[src/pkg/limit_coeff_pkg.sv]
// constants, types and helpers for the limit and coefficient register bank
//
// Behaviour
// - object thresholds hold signed 10-bit field in bits 15..6, half degree per count
// - die thresholds use the same signed 10-bit field, half degree per count
// - threshold bits 5..0 ignore writes and always read zero
// - object upper threshold at index 06h, resets to 7FC0h
// - object lower threshold at index 07h, resets to 8000h
// - die upper threshold at index 08h, resets to 7FC0h
// - die lower threshold at index 09h, resets to 8000h
// - coefficient contents drive the math engine operands directly
// - scale coefficient at 0Ah, unsigned 16-bit, resets to 260Eh
// - first-order offset coefficient at 0Bh, signed, resets to 0106h
// - second-order offset coefficient at 0Ch, signed, resets to FF9Bh
// - constant drift coefficient at 0Dh, signed, resets to FF3Ah
// - signed thresholds and coefficients are twos complement, bit 15 sign
// - object upper flag sets when object result exceeds upper threshold
// - object lower flag sets below lower threshold; off in comparator mode
// - die upper flag sets when die result exceeds upper threshold
// - die lower flag sets when die result drops below lower threshold; off in comparator mode
`default_nettype none
package limit_coeff_pkg;

    // ****************************************
    // register indices
    // ****************************************
    localparam logic [7:0] IDX_OBJ_UPPER = 8'h06;
    localparam logic [7:0] IDX_OBJ_LOWER = 8'h07;
    localparam logic [7:0] IDX_DIE_UPPER = 8'h08;
    localparam logic [7:0] IDX_DIE_LOWER = 8'h09;
    localparam logic [7:0] IDX_SCALE = 8'h0A;
    localparam logic [7:0] IDX_OFS_LIN = 8'h0B;
    localparam logic [7:0] IDX_OFS_QUAD = 8'h0C;
    localparam logic [7:0] IDX_DRIFT_CONST = 8'h0D;
    localparam logic [7:0] IDX_DRIFT_LIN = 8'h0E;
    localparam logic [7:0] IDX_DRIFT_QUAD = 8'h0F;
    localparam logic [7:0] IDX_POLY = 8'h10;
    localparam logic [7:0] IDX_TRANS_CONST = 8'h11;
    localparam logic [7:0] IDX_TRANS_SLOPE = 8'h12;

    // ****************************************
    // field layout and reset values
    // ****************************************
    localparam int THR_MSB = 15;
    localparam int THR_LSB = 6;
    localparam int THR_W = THR_MSB - THR_LSB + 1;
    localparam logic [15:0] POLY_MASK = 16'hFFF0;
    localparam logic [15:0] RST_OBJ_UPPER = 16'h7FC0;
    localparam logic [15:0] RST_OBJ_LOWER = 16'h8000;
    localparam logic [15:0] RST_DIE_UPPER = 16'h7FC0;
    localparam logic [15:0] RST_DIE_LOWER = 16'h8000;
    localparam logic [15:0] RST_SCALE = 16'h260E;
    localparam logic [15:0] RST_OFS_LIN = 16'h0106;
    localparam logic [15:0] RST_OFS_QUAD = 16'hFF9B;
    localparam logic [15:0] RST_DRIFT_CONST = 16'hFF3A;
    localparam logic [15:0] RST_DRIFT_LIN = 16'hFF71;
    localparam logic [15:0] RST_DRIFT_QUAD = 16'h0553;
    localparam logic [15:0] RST_POLY = 16'h0000;
    localparam logic [15:0] RST_TRANS_CONST = 16'h0034;
    localparam logic [15:0] RST_TRANS_SLOPE = 16'h0000;

    // ****************************************
    // types
    // ****************************************
    typedef struct packed {
        logic [15:0] scale;
        logic [15:0] offset_linear;
        logic [15:0] offset_quadratic;
        logic [15:0] drift_constant;
        logic [15:0] drift_linear;
        logic [15:0] drift_quadratic;
        logic [15:0] polynomial;
        logic [15:0] transient_constant;
        logic [15:0] transient_slope;
    } coeff_t;

    typedef struct packed {
        logic object_upper_flag;
        logic object_lower_flag;
        logic die_upper_flag;
        logic die_lower_flag;
    } flags_t;

    // ****************************************
    // helpers
    // ****************************************
    function automatic logic [THR_W-1:0] thr_field(input logic [15:0] word);
        thr_field = word[THR_MSB:THR_LSB];
    endfunction

    function automatic logic [15:0] thr_view(input logic [15:0] word);
        thr_view = {word[THR_MSB:THR_LSB], 6'h00};
    endfunction

endpackage
`default_nettype wire

[src/design/limit_compare.sv]
// signed window compare of a result against an upper and lower threshold field
`timescale 1ns/1ps
`default_nettype none
module limit_compare
    import limit_coeff_pkg::*;
(
    input wire logic [15:0] result,
    input wire logic [THR_W-1:0] upper_field,
    input wire logic [THR_W-1:0] lower_field,
    output logic above,
    output logic below
);

    logic signed [THR_W-1:0] result_s;
    logic signed [THR_W-1:0] upper_s;
    logic signed [THR_W-1:0] lower_s;

    // ****************************************
    // signed compare on aligned field
    // ****************************************
    always_comb begin
        result_s = $signed(thr_field(result));
        upper_s = $signed(upper_field);
        lower_s = $signed(lower_field);
        above = result_s > upper_s;
        below = result_s < lower_s;
    end

endmodule // limit_compare
`default_nettype wire

[src/design/limit_and_coeff_regs.sv]
// threshold and calibration coefficient register bank with limit flags
`timescale 1ns/1ps
`default_nettype none
module limit_and_coeff_regs
    import limit_coeff_pkg::*;
(
    input wire logic clk,
    input wire logic resetn,
    input wire logic [7:0] reg_index,
    input wire logic wr_en,
    input wire logic [15:0] wr_data,
    input wire logic rd_en,
    output logic [15:0] rd_data,
    output logic rd_valid,
    output logic rd_hit,
    input wire logic conv_valid,
    input wire logic [15:0] object_temperature,
    input wire logic [15:0] die_temperature,
    input wire logic comp_mode,
    input wire logic status_rd_clr,
    output coeff_t coeff,
    output flags_t limit_flags
);

    // ****************************************
    // storage
    // ****************************************
    logic [THR_W-1:0] obj_upper_reg;
    logic [THR_W-1:0] obj_lower_reg;
    logic [THR_W-1:0] die_upper_reg;
    logic [THR_W-1:0] die_lower_reg;
    coeff_t coeff_reg;
    flags_t flags_reg;
    flags_t flags_next;
    logic [15:0] rd_data_reg;
    logic [15:0] rd_data_next;
    logic rd_valid_reg;
    logic rd_hit_reg;
    logic rd_hit_next;
    logic obj_above;
    logic obj_below;
    logic die_above;
    logic die_below;

    // ****************************************
    // threshold registers
    // ****************************************
    always_ff @(posedge clk or negedge resetn) begin
        if (!resetn) begin
            obj_upper_reg <= thr_field(RST_OBJ_UPPER);
            obj_lower_reg <= thr_field(RST_OBJ_LOWER);
        end else if (wr_en) begin
            if (reg_index == IDX_OBJ_UPPER) begin
                obj_upper_reg <= thr_field(wr_data);
            end
            if (reg_index == IDX_OBJ_LOWER) begin
                obj_lower_reg <= thr_field(wr_data);
            end
        end
    end

    always_ff @(posedge clk or negedge resetn) begin
        if (!resetn) begin
            die_upper_reg <= thr_field(RST_DIE_UPPER);
            die_lower_reg <= thr_field(RST_DIE_LOWER);
        end else if (wr_en) begin
            if (reg_index == IDX_DIE_UPPER) begin
                die_upper_reg <= thr_field(wr_data);
            end
            if (reg_index == IDX_DIE_LOWER) begin
                die_lower_reg <= thr_field(wr_data);
            end
        end
    end

    // ****************************************
    // coefficient registers
    // ****************************************
    always_ff @(posedge clk or negedge resetn) begin
        if (!resetn) begin
            coeff_reg.scale <= RST_SCALE;
            coeff_reg.offset_linear <= RST_OFS_LIN;
            coeff_reg.offset_quadratic <= RST_OFS_QUAD;
            coeff_reg.drift_constant <= RST_DRIFT_CONST;
            coeff_reg.drift_linear <= RST_DRIFT_LIN;
            coeff_reg.drift_quadratic <= RST_DRIFT_QUAD;
            coeff_reg.polynomial <= RST_POLY;
            coeff_reg.transient_constant <= RST_TRANS_CONST;
            coeff_reg.transient_slope <= RST_TRANS_SLOPE;
        end else if (wr_en) begin
            unique case (reg_index)
                IDX_SCALE: begin
                    coeff_reg.scale <= wr_data;
                end
                IDX_OFS_LIN: begin
                    coeff_reg.offset_linear <= wr_data;
                end
                IDX_OFS_QUAD: begin
                    coeff_reg.offset_quadratic <= wr_data;
                end
                IDX_DRIFT_CONST: begin
                    coeff_reg.drift_constant <= wr_data;
                end
                IDX_DRIFT_LIN: begin
                    coeff_reg.drift_linear <= wr_data;
                end
                IDX_DRIFT_QUAD: begin
                    coeff_reg.drift_quadratic <= wr_data;
                end
                IDX_POLY: begin
                    coeff_reg.polynomial <= wr_data & POLY_MASK;
                end
                IDX_TRANS_CONST: begin
                    coeff_reg.transient_constant <= wr_data;
                end
                IDX_TRANS_SLOPE: begin
                    coeff_reg.transient_slope <= wr_data;
                end
                default: begin
                end
            endcase
        end
    end

    // math engine sees the live register contents
    assign coeff = coeff_reg;

    // ****************************************
    // read path
    // ****************************************
    always_comb begin
        rd_data_next = 16'h0000;
        rd_hit_next = 1'b1;
        unique case (reg_index)
            IDX_OBJ_UPPER: begin
                rd_data_next = {obj_upper_reg, 6'h00};
            end
            IDX_OBJ_LOWER: begin
                rd_data_next = {obj_lower_reg, 6'h00};
            end
            IDX_DIE_UPPER: begin
                rd_data_next = {die_upper_reg, 6'h00};
            end
            IDX_DIE_LOWER: begin
                rd_data_next = {die_lower_reg, 6'h00};
            end
            IDX_SCALE: begin
                rd_data_next = coeff_reg.scale;
            end
            IDX_OFS_LIN: begin
                rd_data_next = coeff_reg.offset_linear;
            end
            IDX_OFS_QUAD: begin
                rd_data_next = coeff_reg.offset_quadratic;
            end
            IDX_DRIFT_CONST: begin
                rd_data_next = coeff_reg.drift_constant;
            end
            IDX_DRIFT_LIN: begin
                rd_data_next = coeff_reg.drift_linear;
            end
            IDX_DRIFT_QUAD: begin
                rd_data_next = coeff_reg.drift_quadratic;
            end
            IDX_POLY: begin
                rd_data_next = coeff_reg.polynomial;
            end
            IDX_TRANS_CONST: begin
                rd_data_next = coeff_reg.transient_constant;
            end
            IDX_TRANS_SLOPE: begin
                rd_data_next = coeff_reg.transient_slope;
            end
            default: begin
                rd_hit_next = 1'b0;
            end
        endcase
    end

    always_ff @(posedge clk or negedge resetn) begin
        if (!resetn) begin
            rd_data_reg <= 16'h0000;
            rd_valid_reg <= 1'b0;
            rd_hit_reg <= 1'b0;
        end else begin
            rd_valid_reg <= rd_en;
            if (rd_en) begin
                rd_data_reg <= rd_data_next;
                rd_hit_reg <= rd_hit_next;
            end
        end
    end

    assign rd_data = rd_data_reg;
    assign rd_valid = rd_valid_reg;
    assign rd_hit = rd_hit_reg;

    // ****************************************
    // comparators
    // ****************************************
    limit_compare obj_cmp (
        .result(object_temperature),
        .upper_field(obj_upper_reg),
        .lower_field(obj_lower_reg),
        .above(obj_above),
        .below(obj_below)
    );

    limit_compare die_cmp (
        .result(die_temperature),
        .upper_field(die_upper_reg),
        .lower_field(die_lower_reg),
        .above(die_above),
        .below(die_below)
    );

    // ****************************************
    // limit flags
    // ****************************************
    always_comb begin
        flags_next = flags_reg;
        if (comp_mode) begin
            if (conv_valid) begin
                if (obj_above) begin
                    flags_next.object_upper_flag = 1'b1;
                end else if (obj_below) begin
                    flags_next.object_upper_flag = 1'b0;
                end
                if (die_above) begin
                    flags_next.die_upper_flag = 1'b1;
                end else if (die_below) begin
                    flags_next.die_upper_flag = 1'b0;
                end
            end
            flags_next.object_lower_flag = 1'b0;
            flags_next.die_lower_flag = 1'b0;
        end else begin
            if (status_rd_clr) begin
                flags_next = '0;
            end
            if (conv_valid) begin
                flags_next.object_upper_flag = flags_next.object_upper_flag | obj_above;
                flags_next.object_lower_flag = flags_next.object_lower_flag | obj_below;
                flags_next.die_upper_flag = flags_next.die_upper_flag | die_above;
                flags_next.die_lower_flag = flags_next.die_lower_flag | die_below;
            end
        end
    end

    always_ff @(posedge clk or negedge resetn) begin
        if (!resetn) begin
            flags_reg <= '0;
        end else begin
            flags_reg <= flags_next;
        end
    end

    assign limit_flags = flags_reg;

    // ****************************************
    // checks
    // ****************************************
    logic [15:0] wr_data_d1;
    logic [15:0] wr_data_d2;
    logic out_of_reset_reg;

    always_ff @(posedge clk or negedge resetn) begin
        if (!resetn) begin
            wr_data_d1 <= 16'h0000;
            wr_data_d2 <= 16'h0000;
            out_of_reset_reg <= 1'b0;
        end else begin
            wr_data_d1 <= wr_data;
            wr_data_d2 <= wr_data_d1;
            out_of_reset_reg <= 1'b1;
        end
    end
endmodule // limit_and_coeff_regs
`default_nettype wire

[config.mk]
export PLATFORM = sky130hd
export DESIGN_NAME = limit_and_coeff_regs
export DESIGN_NICKNAME = d
export VERILOG_FILES = /design/src/pkg/limit_coeff_pkg.sv /design/src/design/limit_compare.sv /design/src/design/limit_and_coeff_regs.sv
export SDC_FILE = /design/constraint.sdc
export NUM_CORES = 1
export LEC_CHECK = 0
export BUFFER_PORTS_ARGS = -buffer_cell sky130_fd_sc_hd__buf_2
export CAP_MARGIN = 40
export CORE_MARGIN = 5
export CORE_UTILIZATION = 35
export CTS_CLUSTER_SIZE = 10
export DETAILED_ROUTE_END_ITERATION = 10
export PLACE_DENSITY = 0.64
export SYNTH_ARGS = -nofsm -noshare
export SYNTH_HDL_FRONTEND = slang
export SYNTH_SLANG_ARGS = --single-unit
[constraint.sdc]
create_clock -name clk -period 2.3 [get_ports clk]
set_input_delay 0 -clock clk [delete_from_list [all_inputs] [get_ports clk]]
set_output_delay 0 -clock clk [all_outputs]
set_load 0.02 [all_outputs]
Word-level counts from Yosys, hierarchy flattened
Cells that the tools add are included.
{"block": "totals", "latch_bits": 0, "n_memories": 0, "inputBits": 63, "ram_bits": 0, "rom_bits": 0, "register_bits": 202, "elab_cells": 72, "output_inout_bits": 166}
{"block": "op_classes", "multipliers": 0, "add_sub_neg": 0, "reduce_logical": 16, "bitwise_logic": 4, "n_lt_le_gt_ge": 4, "n_shift": 0, "n_mux": 12, "n_div": 0, "n_eq_ne": 16}
{"cell": "$pmux 16 s13", "count": 1}
{"cell": "$eq 8x4->1 const B", "count": 8}
{"cell": "$reduce_and 2->1", "count": 15}
{"cell": "$eq 8x5->1 const B", "count": 3}
{"cell": "$gt 10x10->1", "count": 2}
{"cell": "$lt 10x10->1", "count": 2}
{"cell": "$eq 8x3->1 const B", "count": 2}
{"cell": "$mux 4", "count": 4}
{"cell": "$reduce_or 13->1", "count": 1}
{"cell": "$mux 1", "count": 7}
{"cell": "$ne 3x1->1 const B", "count": 2}
{"cell": "$or 1x1->1", "count": 4}
{"cell": "$ne 2x2->1 const B", "count": 1}

Logic depth before layout (Yosys ltp)
Gate-level depths: netlist (run 1).
{"block": "depth", "word_depth": 5, "depth_mapped": 8, "mapped_depth_nobuf": 7}

By module
From an unflattened synthesis (run 1), not the netlist that was laid out.
{"block": "hier_totals", "hier_cells": 855, "hier_area_um2": 10496.3}
{"mod": "limit_and_coeff_regs", "area_each_um2": 9520.4, "instances": 1, "seq_area_each_um2": 5148.7, "cells_per_inst": 721}
{"mod": "limit_compare", "area_each_um2": 488.0, "instances": 2, "seq_area_each_um2": 0.0, "cells_per_inst": 67}

Least setup slack after synthesis (run 1)
OpenSTA, ideal clock, no wires.
{"block": "synth_path", "path_kind": "reg2reg", "from": "register obj_upper_reg[3]", "to": "register flags_reg (netlist bit limit_flags[3])", "synth_period_minus_slack_ns": 1.785, "setup_ns": 0.122, "required_time_ns": 2.178, "n_path_buf": 0, "slack_ns": 0.515, "arrival_ns": 1.664, "path_stages_with_launch": 8, "cell_sequence": "dfstp_2 inv_1 ha_1 a21o_1 a21o_1 a211oi_1 o2111ai_1 a32o_1"}
{"block": "synth_via", "elab_chain_cells": 4, "elab_cells_between_ends": 8, "classes_between": "order compare (1); eq/ne (1); mux (4); bitwise (1); reduce/logical (1)"}
{"item": "start, declared", "line_no": "limit_and_coeff_regs.sv:28", "text": "logic [THR_W-1:0] obj_upper_reg;"}
{"item": "start signal, assigned", "line_no": "limit_and_coeff_regs.sv:50", "text": "obj_upper_reg <= thr_field(RST_OBJ_UPPER);"}
{"item": "start signal, assigned", "line_no": "limit_and_coeff_regs.sv:54", "text": "obj_upper_reg <= thr_field(wr_data);"}
{"item": "$gt 10x10->1 *", "line_no": "limit_compare.sv:25", "text": "above = result_s > upper_s;"}
{"item": "$or 1x1->1 or $mux 1 (tied branches)", "line_no": "limit_and_coeff_regs.sv:242, limit_and_coeff_regs.sv:224"}
{"item": "$mux 4 or $mux 1 (tied branches)", "line_no": "limit_and_coeff_regs.sv:241, limit_and_coeff_regs.sv:223"}
{"item": "$mux 4", "line_no": "limit_and_coeff_regs.sv:222", "text": "if (comp_mode) begin"}
{"item": "end signal, assigned", "line_no": "limit_and_coeff_regs.sv:254", "text": "flags_reg <= flags_next;"}
{"item": "end, declared", "line_no": "limit_and_coeff_regs.sv:33", "text": "flags_t flags_reg;"}
Every way passes the cells marked *; elsewhere a longest branch is shown, timed or not. The select of a mux whose other input is x is not followed.
A chain may end at the register's enable or synchronous reset.

Worst setup path after layout (run 1)
{"block": "layout_path", "from": "register die_upper_reg[3]", "to": "register flags_reg (netlist bit limit_flags[1])"}
{"block": "layout_via", "elab_chain_cells": 4, "elab_cells_between_ends": 8, "classes_between": "order compare (1); eq/ne (1); mux (4); bitwise (1); reduce/logical (1)"}
{"item": "start, declared", "line_no": "limit_and_coeff_regs.sv:30", "text": "logic [THR_W-1:0] die_upper_reg;"}
{"item": "start signal, assigned", "line_no": "limit_and_coeff_regs.sv:64", "text": "die_upper_reg <= thr_field(RST_DIE_UPPER);"}
{"item": "start signal, assigned", "line_no": "limit_and_coeff_regs.sv:68", "text": "die_upper_reg <= thr_field(wr_data);"}
{"item": "$gt 10x10->1 *", "line_no": "limit_compare.sv:25"}
{"item": "$or 1x1->1 or $mux 1 (tied branches)", "line_no": "limit_and_coeff_regs.sv:244, limit_and_coeff_regs.sv:229"}
{"item": "$mux 4 or $mux 1 (tied branches)", "line_no": "limit_and_coeff_regs.sv:241, limit_and_coeff_regs.sv:223"}
{"item": "$mux 4", "line_no": "limit_and_coeff_regs.sv:222"}
Marks and branches as above.

==> reports/metrics.csv, run 1 <==
stage,metric,value,unit
outcome,status,"complete, no violations",
grt,grt_pass1_vias,8200,
synth,post_synth.cell_area_avg,12.2,um2
synth,synth_edf_count,0,
clock_network,post_cts.repair.setup_buffers,0,
clock_network,cts_buffer_depth,3,
grt,grt.overflow.total,0,
critical_path,r2r-start,die_upper_reg[3],
sta,setup_viol,0,
die,die_h,182,um
finish,diodes,0,
placed_design,port_buffers,212,
critical_path,ff2ff_path_depth,7,
drt,routed_wirelength,33.7,mm
critical_path,r2r_end,limit_flags[1],
die,row_count,63,
clock_network,cts_tree,built,
sta,drv_slew,0,
synth,ys_async_sr_fraction,1.00,
finish,fin_nets,1196,
critical_path,critPathMaxFanout,3,
clock_network,cts_made_buffers,25,
synth,yosysSeqAreaShare,0.496,
critical_path,cp_common_cell,a21o_1,
drt,drt_iter0_markers,478,
sta,finalCriticalPeriod,1.95,ns
grt,grt_usage,0.197,
die,die_x,182,um
clock_network,clockRootBuffer,clkbuf_16,
synth,yosysWarnings,0,
placed_design,hpwl,25.1,mm
worst_hold_path,min_from,die_temperature[7],
critical_path,cp_top_family,compound AO/OA/AOI/OAI gates,
sta,tns,0,ns
drt,drc,0,
critical_path,critPathMaxStageDelay,0.54,ns
synth,muxShareOfSynthArea,0.246,
synth,synth_top_cell_by_area,dfrtp_1,
synth,synth_ff_type,dfrtp_1,
sta,setup_slack,0.345,ns
sta,finalHoldViolations,0,
placed_design,gp_congestion,0.860,
synth,synth_cell_types,62,
synth,yosys-top-cells-area,"dfrtp_1, mux2_2, dfstp_2",
synth,ys_ff_latch,202,
finish,areaGrowthSynthToFinish,25.4,%
worst_hold_path,hold_path.class,in2reg,
power,total_power,8.88,mW
critical_path,cp_slowest_cell,dfstp_2,
die,initial_core_util,0.352,
critical_path,worst_setup_path_end_kind,register,
clock_network,post_cts.resized_instances,0,
power,ir_worst_vdd,0.544,mV
clock_network,clk_pin_slew,0.06,ns
sta,clock.fmax,0.512,GHz
grt,grt_pass1_wl,50.6,mm
synth,syn-cell-area,10400,um2
clock_network,clk_latency,0.52,ns
clock_network,cts_sinks,202,
sta,rsz0062_at_grt,no,
die,num_io_pins,229,
drt,vias,7914,
worst_hold_path,min_path_cells,4,
critical_path,critPathLaunchType,register,
clock_network,htreeDepth,1,
finish,drive_gt1_frac,0.501,
synth,synth_xor_xnor_area_share,0,
synth,yosys.area.top_type_share,0.306,
sta,slew_headroom,0.607,
power,powerDensity,682,nW/um2
die,die_area,33200,um2
critical_path,cp.arrival,2.34,ns
finish,largest_reg_flops,140,
drt,routedWlPerCell,22.4,um
grt,grt_max_degree,68,
critical_path,required,2.69,ns
synth,synth-adder-area-share,0.0458,
drt,drt-pass1-iter-count,5,
sta,fin_crit_sh,0.850,
synth,synth_compound_area_frac,0.0906,
run,max-cap-violations,0,
sta,fin_skew,0.0148,ns
synth,synth_top_family_by_area,multiplexers,
placed_design,post-place-ws,0.311,ns
clock_network,hold_buffers,22,
die,core,29500,um2
worst_hold_path,min_to,limit_flags[1],
critical_path,crit_type,reg2reg,
critical_path,cp.depth,7,
drt,ant_nets,0,
critical_path,path_cells,inv_1 -> ha_1 -> a21o_1 -> a21o_1 -> a211oi_1 -> o2111ai_1 -> o2bb2ai_1,
critical_path,worst-r2r-setup-slack,0.35,ns
sta,tightest_slew,0.590,ns
critical_path,crit_buf_inv,1,
grt,grt_antenna_before_repair,0,
power,power_leakage,6.41,nW
synth,netlist_instances,848,
drt,vias_per_cell,5.26,
synth,synthSimpleGateAreaFrac,0.0755,
metrics by stage:
step | cell area [um2] | cells | util | hold WS [ns]
2_1_floorplan | 10400 | 851 | - | -0.296
3_3_place_gp | 12000 | 1436 | 0.408 | 0.0478
3_5_place_dp | 12000 | 1436 | 0.408 | 0.0508
4_1_cts | 13000 | 1504 | 0.442 | 0.00917
5_1_grt | 13000 | 1504 | 0.442 | 0.0246
6_report | 13000 | 1504 | 0.442 | 0.00966
synthesized netlist by cell type, types with 7 or more instances:
cell,count
o21ai_0,38
nand3_1,9
a221o_1,7
a211oi_1,8
mux2_2,176
dfrtp_1,127
o221ai_1,7
a21o_1,9
mux4_2,12
nor2b_1,8
nor2_1,27
buf_2,19
a22oi_1,8
a21oi_1,15
ha_1,38
inv_1,51
a22o_1,7
dfstp_2,75
mux2i_1,29
clkbuf_1,22
nand2b_1,9
nand4_1,8
nand2_1,50
placed cells by master, fill, tap and decap left out, types with 5 or more instances in the layout:
| cell type | instances |
|---|---|
| nor3_1 | 6 |
| a211oi_1 | 8 |
| a22oi_1 | 8 |
| nand4_1 | 8 |
| buf_2 | 210 |
| a21o_1 | 9 |
| dlygate4sd3_1 | 22 |
| nand3_1 | 9 |
| inv_1 | 51 |
| nor2_1 | 27 |
| dfrtp_1 | 127 |
| nand2b_1 | 9 |
| a221oi_1 | 5 |
| nand2_1 | 50 |
| buf_4 | 35 |
| and3_1 | 5 |
| mux2_2 | 176 |
| mux2i_1 | 29 |
| a21oi_1 | 15 |
| ha_1 | 38 |
| o21ai_0 | 38 |
| mux4_2 | 12 |
| o221ai_1 | 7 |
| a221o_1 | 7 |
| dfstp_2 | 75 |
| nand3_2 | 5 |
| clkbuf_16 | 25 |
| a22o_1 | 7 |
| nor2b_1 | 7 |
| clkbuf_1 | 16 |
layout make-up:
cell class                      instances  area [um2]
Tap cell                              390         488
Clock buffer                           43         713
Sequential cell                       202        5150
Clock inverter                          3        68.8
Multi-Input combinational cell        541        4770
Timing Repair Buffer                  272        1630
Fill cell                            2783       16500
Inverter                               53         199
worst reg2reg max path, cell delays in order, from the launching register on:
cell and delay [ns]:
dfstp_2 0.54, inv_1 0.05, ha_1 0.28, a21o_1 0.18, a21o_1 0.18, a211oi_1 0.29
o2111ai_1 0.17, o2bb2ai_1 0.15
per-layer routing:
metal | wire length (um) | vias to the layer above | track usage
li1 | - | 3568 | -
met1 | 14500 | 3981 | 0.267
met2 | 15500 | 302 | 0.316
met3 | 2550 | 63 | 0.0401
met4 | 1110 | 0 | 0.0666
met5 | 0 | - | 0
cell families (layout without fill, tap and decap cells):
kind of cell             after synthesis  count (layout)
multiplexers                         218             218
flip-flops                           202             202
AND/OR/NAND/NOR                      148             148
AO/OA/AOI/OAI                        133             133
buffers and inverters                108             371
adder cells (fa/ha/maj)               38              38
other                                  1               4
power by group:
part	switching [mW]	total, mW	internal, mW
clock network	1.49	3.80	2.31
registers	0.127	3.90	3.78
logic	0.720	1.17	0.454
how the worst max path moves through the flow:
stage                     endpoint              from  slack (ns)
global placement    limit_flags[3]  obj_lower_reg[9]        0.34
global route        limit_flags[3]  obj_lower_reg[9]        0.20
CTS                 limit_flags[3]  obj_lower_reg[9]        0.34
detailed placement      rd_data[9]      reg_index[1]        0.31
finish              limit_flags[1]  die_upper_reg[3]        0.35
floorplan           limit_flags[3]  obj_upper_reg[3]        0.51
No activity file was read; power rests on OpenSTA's default activity.
==> run 2, diff against run 1 <==
ABC_AREA = 1   (was not set)
clock period = 1.8 ns   (was 2.3 ns; I/O delays follow)
==> run 2 against run 1 <==
Cell count increased by 22%. Critical path depth up 2. Clock skew shrank 0.0044 ns. Core utilization rose by 0.75 points. Sequential power is 28% higher. Register-to-register slack worse by 0.23 ns. Sequential cell count stayed put. Routed wire length up 7.6%. Die area shrank 4.0%. Synthesized area decreased by 4.3%. Worst hold slack better by 0.0039 ns. Critical path type unchanged.
==> reports/metrics.csv, run 2 <==
stage,metric,value,unit,change
clock_network,clockRootBuffer,clkbuf_16,,
synth,post_synth.cell_area_avg,8.23,um2,-33%
grt,grt_pass1_vias,9179,,+12%
clock_network,cts_buffer_depth,3,,unchanged
drt,drt_iter0_markers,640,,+34%
sta,fin_crit_sh,0.937,,+0.0870
synth,ys_ff_latch,202,,unchanged
sta,whs,0.0135,ns,+0.00388 ns
finish,fin_cells,1839,,+22%
sta,setup_slack,0.114,ns,-0.232 ns
drt,routedWlPerCell,19.7,um,-12%
finish,areaGrowthSynthToFinish,26.2,%,
critical_path,r2r_end,limit_flags[3],,
critical_path,r2r-start,obj_upper_reg[7],,
power,ir_worst_vdd,0.526,mV,-3.3%
placed_design,port_buffers,212,,unchanged
synth,yosys-top-cells-area,"dfrtp_1, dfstp_2, nand2_1",,
worst_hold_path,min_from,object_temperature[15],,
placed_design,post-place-ws,0.0219,ns,-0.289 ns
finish,drive_gt1_frac,0.286,,-0.215
synth,ys_async_sr_fraction,1.00,,unchanged
grt,grt_usage,0.223,,+0.0268
sta,tns,0,ns,unchanged
outcome,status,"complete, no violations",,
die,core,27900,um2,-5.2%
finish,layout.cells.most_common,nand2_1,,
drt,vias,9249,,+17%
critical_path,worst_setup_path_end_kind,register,,
finish,fin_nets,1543,,+29%
worst_hold_path,min_path_cells,5,,+1
worst_hold_path,min_to,limit_flags[2],,
sta,tightest_slew,0.805,ns,+0.216 ns
power,powerDensity,857,nW/um2,+26%
die,num_io_pins,229,,unchanged
clock_network,cts_sinks,202,,unchanged
synth,yosys.area.top_type_share,0.320,,+0.0137
clock_network,cts_made_buffers,24,,-4.0%
sta,finalCriticalPeriod,1.69,ns,-0.268 ns
critical_path,cp_common_cell,nand2_1,,
critical_path,critPathMaxFanout,2,,-1
worst_hold_path,hold_path.class,in2reg,,
critical_path,crit_type,reg2reg,,
critical_path,cp_slowest_cell,dfstp_2,,
run,max-cap-violations,0,,unchanged
finish,largest_reg_flops,140,,unchanged
clock_network,clk_pin_slew,0.06,ns,about the same
grt,grt_antenna_before_repair,1,,+1
finish,final_cell_mix,"nand2_1, buf_2, o21ai_0",,
synth,syn-cell-area,9940,um2,-4.3%
grt,grt_pass1_wl,54.3,mm,+7.3%
finish,utilization,0.449,,+0.00751
sta,drv_slew,0,,unchanged
synth,synth_ff_type,dfrtp_1,,
die,die_area,31900,um2,-4.0%
die,die_h,178,um,-2.0%
drt,drt-pass1-iter-count,5,,unchanged
die,initial_core_util,0.356,,+0.00359
drt,ant_nets,0,,unchanged
critical_path,crit_start,obj_upper_reg[7],,
critical_path,required,2.26,ns,-0.43 ns
placed_design,hpwl,26.4,mm,+5.4%
critical_path,critPathLaunchType,register,,
critical_path,crit_buf_inv,1,,unchanged
synth,synth_edf_count,0,,unchanged
synth,netlist_instances,1207,,+42%
power,power_leakage,6.16,nW,-3.9%
critical_path,cp_top_family,flip-flops,,
sta,slew_headroom,0.461,,-0.146
die,die_x,178,um,-2.0%
placed_design,gp_congestion,0.885,,+2.9%
critical_path,cp.arrival,2.15,ns,-0.19 ns
drt,routed_wirelength,36.3,mm,+7.6%
critical_path,critPathMaxStageDelay,0.53,ns,about the same
grt,grt_max_degree,69,,+1.5%
synth,synth_cell_types,37,,-40%
sta,fin_skew,0.0104,ns,-0.00439 ns
die,row_count,61,,-3.2%
placed_design,place_inst,1776,,+24%
synth,synth.most_common_cell,nand2_1,,
synth,yosysWarnings,0,,unchanged
critical_path,ff2ff_path_depth,9,,+2
synth,yosys-top-cells-count,"nand2_1, o21ai_0, dfrtp_1",,
drt,vias_per_cell,5.03,,-4.4%
grt,grt.overflow.total,0,,unchanged
critical_path,worst-r2r-setup-slack,0.11,ns,-0.23 ns
synth,synth_top_cell_by_area,dfrtp_1,,
drt,drc,0,,unchanged
clock_network,cts_tree,built,,
sta,finalHoldViolations,0,,unchanged
synth,yosysSeqAreaShare,0.518,,+0.0222
critical_path,path_cells,inv_1 -> ha_1 -> nand2_2 -> nor2_4 -> nand3_2 -> o211ai_1 -> xnor2_1 -> nand2_1 -> nand2_1,,
sta,setup_viol,0,,unchanged
sta,clock.fmax,0.593,GHz,+16%
clock_network,htreeDepth,1,,unchanged
clock_network,clk_latency,0.52,ns,about the same
## run 2: changes by cell type in the layout (fill, tap and decap cells not counted), moves of 24 or more
| cell | delta |
|---|---|
| nand2_1 | +374 |
| mux2_2 | -176 |
| o21ai_0 | +125 |
| nand3_1 | +38 |
| mux2i_1 | -29 |
| o21ai_1 | +25 |
| inv_1 | +24 |
## run 2: worst max-delay path by stage
stage / end / slack [ns] / cells after the start
floorplan: limit_flags[3] / 0.15 / 11
detailed placement: limit_flags[3] / 0.02 / 11
CTS: limit_flags[3] / 0.005 / 11
global route: limit_flags[1] / -0.02 / 11
global placement: limit_flags[1] / 0.04 / 11
finish: limit_flags[3] / 0.11 / 9
## run 2: area by class of cell
| cell class | instances | area, um2 |
|---|---|---|
| tap | 378 | 473 |
| clock inverter | 1 | 16.3 |
| sequential | 202 | 5150 |
| antenna | 1 | 2.50 |
| multi-input combinational | 856 | 4250 |
| clock buffer | 43 | 692 |
| fill | 2821 | 15400 |
| inverter | 88 | 333 |
| timing repair buffer | 270 | 1630 |
## run 2: tightest hold or removal path, stage by stage
cell and delay, ns:
buf_2 0.13, ha_4 0.15, nand2_1 0.05, nand3_1 0.08
o22ai_1 0.07
## run 2: per-layer routing
layer | wire (um) | track usage | share of wire
met2 | 16500 | 0.351 | 0.46
met5 | 0 | 0 | 0
met1 | 16000 | 0.311 | 0.44
met4 | 1200 | 0.0787 | 0.033
met3 | 2550 | 0.0398 | 0.070
## run 2: stage by stage
| step | total power [mW] | instance area [um2] |
|---|---|---|
| after global placement | 6.24 | 11500 |
| after global routing | 11.2 | 12500 |
| after floorplan | 5.67 | 9950 |
| after CTS | 10.8 | 12400 |
| final | 10.8 | 12500 |
| after detailed placement | 6.27 | 11500 |
## run 2: cells by family after synthesis
logic type / synth area share
other: 0.000377
buffers and inverters: 0.0671
xor gates and xnor gates: 0.000882
adders and majority gates: 0.0479
and+or+nand+nor: 0.243
DFF: 0.518
AOI/OAI and AO/OA: 0.122
## run 2: report_power, final
group	leakage (nW)	switching (mW)	total, mW	internal [mW]
Combinational	3.30	0.857	1.27	0.412
Clock	0.337	1.90	4.49	2.58
Sequential	2.52	0.181	5.00	4.82
Total	6.16	2.94	10.8	7.81
## run 2: repair_timing
item                                   CTS  global route
hold buffers                            15             0
setup buffers                            0             2
setup endpoints to repair                0             3
gates resized for setup                  0            26
endpoints found under the hold margin  210             0
==> run 3, diff against run 2 <==
CORE_UTILIZATION = 40   (was 35)
PLACE_DENSITY = 0.7   (was 0.64)
==> run 3 against run 2 <==
Fmax down 2.4%. Largest cell class unchanged. Worst hold slack worse by 0.0025 ns. Clock power up 1%. Critical path depth unchanged. Final area down 1.1%. Sequential power about the same. Power up 0.34%. Die area down 12%. Routed wire length down 4.4%.
==> reports/metrics.csv, run 3 (synthesis gave the netlist of run 2 again) <==
stage,metric,value,unit,change
outcome,status,"complete, no violations",,
clock_network,clk_latency,0.51,ns,about the same
critical_path,r2r_end,limit_flags[1],,
sta,tightest_slew,0.735,ns,-0.0705 ns
critical_path,worst-r2r-setup-slack,0.07,ns,-0.04 ns
grt,grt_usage,0.240,,+0.0169
sta,tns,0,ns,unchanged
sta,setup_slack,0.0723,ns,-0.0415 ns
critical_path,cp_top_family,simple AND/OR/NAND/NOR gates,,
grt,grt.overflow.total,0,,unchanged
critical_path,crit_buf_inv,1,,unchanged
critical_path,required,2.20,ns,-0.06 ns
finish,largest_reg_flops,140,,unchanged
sta,drv_slew,0,,unchanged
grt,grt_pass1_wl,53.1,mm,-2.2%
clock_network,post_cts.repair.setup_buffers,0,,unchanged
critical_path,cp_slowest_cell,dfstp_2,,
run,max-cap-violations,0,,unchanged
sta,finalHoldViolations,0,,unchanged
critical_path,critPathMaxStageDelay,0.54,ns,about the same
die,num_io_pins,229,,unchanged
drt,ant_nets,0,,unchanged
sta,whs,0.0110,ns,-0.00252 ns
drt,routed_wirelength,34.7,mm,-4.4%
drt,vias_per_cell,5.22,,+3.8%
drt,routedWlPerCell,19.5,um,-1.2%
drt,vias,9288,,+0.42%
finish,layout.cells.most_common,nand2_1,,
worst_hold_path,min_from,die_temperature[15],,
power,powerDensity,870,nW/um2,+1.5%
critical_path,cp.arrival,2.13,ns,-0.02 ns
finish,n_fill_cell,2357,,-16%
sta,clock.fmax,0.579,GHz,-2.4%
finish,drive_gt1_frac,0.283,,-0.00226
grt,grt_pass1_vias,8949,,-2.5%
critical_path,ff2ff_path_depth,9,,unchanged
sta,finalCriticalPeriod,1.73,ns,+0.0415 ns
worst_hold_path,min_to,limit_flags[0],,
critical_path,worst_setup_path_end_kind,register,,
drt,drt_iter0_markers,772,,+21%
worst_hold_path,hold_path.class,in2reg,,
clock_network,cts_tree,built,,
placed_design,post-place-ws,0.00885,ns,-0.0130 ns
finish,fin_cells,1780,,-3.2%
placed_design,hpwl,25.3,mm,-4.3%
worst_hold_path,min_path_cells,5,,unchanged
critical_path,critPathMaxFanout,2,,unchanged
sta,fin_skew,0.0129,ns,+0.00255 ns
placed_design,gp_congestion,0.923,,+4.3%
critical_path,crit_type,reg2reg,,
critical_path,path_cells,inv_2 -> ha_4 -> nand4_1 -> nor3_2 -> o21ai_1 -> nand3_1 -> nand2_1 -> nand4_1 -> nand2_1,,
power,power_leakage,6.13,nW,-0.43%
sta,slew_headroom,0.510,,+0.0482
grt,grt_max_degree,61,,-12%
die,die_area,28100,um2,-12%
die,core,24400,um2,-13%
die,row_count,57,,-6.6%
die,die_h,168,um,-6.1%
sta,rsz0062_at_grt,yes,,
critical_path,critPathLaunchType,register,,
clock_network,cts_sinks,202,,unchanged
power,total_power,10.8,mW,+0.34%
clock_network,cts_buffer_depth,3,,unchanged
placed_design,port_buffers,212,,unchanged
finish,final_cell_mix,"nand2_1, buf_2, o21ai_0",,
drt,drc,0,,unchanged
clock_network,htreeDepth,1,,unchanged
power,ir_worst_vdd,0.704,mV,+34%
placed_design,place_inst,1720,,-3.2%
clock_network,cts_made_buffers,25,,+4.2%
sta,setup_viol,0,,unchanged
die,initial_core_util,0.407,,+0.0517
finish,areaGrowthSynthToFinish,24.8,%,
clock_network,clk_pin_slew,0.06,ns,about the same
finish,utilization,0.508,,+0.0593
drt,drt-pass1-iter-count,5,,unchanged
grt,grt_antenna_before_repair,2,,+1
clock_network,clockRootBuffer,clkbuf_16,,
finish,fin_nets,1537,,-0.39%
die,die_x,168,um,-6.1%
sta,fin_crit_sh,0.960,,+0.0231
placed_design,placed_area,11400,um2,-0.93%
finish,fin_area,12400,um2,-1.1%
critical_path,r2r-start,die_upper_reg[7],,
## run 3: worst max path at each step
stage,start,cells past startpoint,end,slack [ns]
detailed placement,die_lower_reg[9],11,limit_flags[1],0.009
floorplan,obj_lower_reg[9],11,limit_flags[3],0.15
CTS,die_lower_reg[9],11,limit_flags[1],0.01
global placement,die_lower_reg[9],11,limit_flags[1],0.05
finish,die_upper_reg[7],9,limit_flags[1],0.07
global route,die_upper_reg[8],9,limit_flags[1],-0.05
## run 3: power by group
| group | internal [mW] | switching [mW] |
|---|---|---|
| Sequential | 4.82 | 0.176 |
| Combinational | 0.401 | 0.844 |
| Clock | 2.66 | 1.89 |
| Total | 7.88 | 2.91 |
## run 3: cell type report
type | count | area (um2) | area share
antenna | 2 | 5.00 | 0.000404
sequential | 202 | 5150 | 0.415
clock buffer | 42 | 709 | 0.0572
multi-input combinational | 856 | 4250 | 0.342
tap | 324 | 405 | 0.0327
inverter | 88 | 333 | 0.0268
timing repair buffer | 263 | 1540 | 0.124
clock inverter | 3 | 17.5 | 0.00141
## run 3: worst register-to-register path, cell delays in order, from the launching register on
cell     delay, ns
dfstp_2       0.54
inv_2         0.05
ha_4          0.26
nand4_1       0.12
nor3_2        0.25
o21ai_1       0.13
nand3_1       0.08
nand2_1       0.05
nand4_1       0.07
nand2_1       0.06
## run 3: repair_timing
item / 4_1_cts / 5_1_grt
endpoints found under the hold margin: 225 / 0
endpoints found under the setup margin: 1 / 3
hold buffers: 13 / 0
pin swaps: 0 / 8
gates resized for setup: 2 / 20
## run 3: routing by layer
| metal | GRT usage | wire (um) | up-vias |
|---|---|---|---|
| met4 | 0.101 | 1630 | 0 |
| li1 | - | - | 4388 |
| met2 | 0.363 | 15200 | 449 |
| met3 | 0.0603 | 3340 | 92 |
| met1 | 0.330 | 14600 | 4359 |
| met5 | 0 | 0 | - |
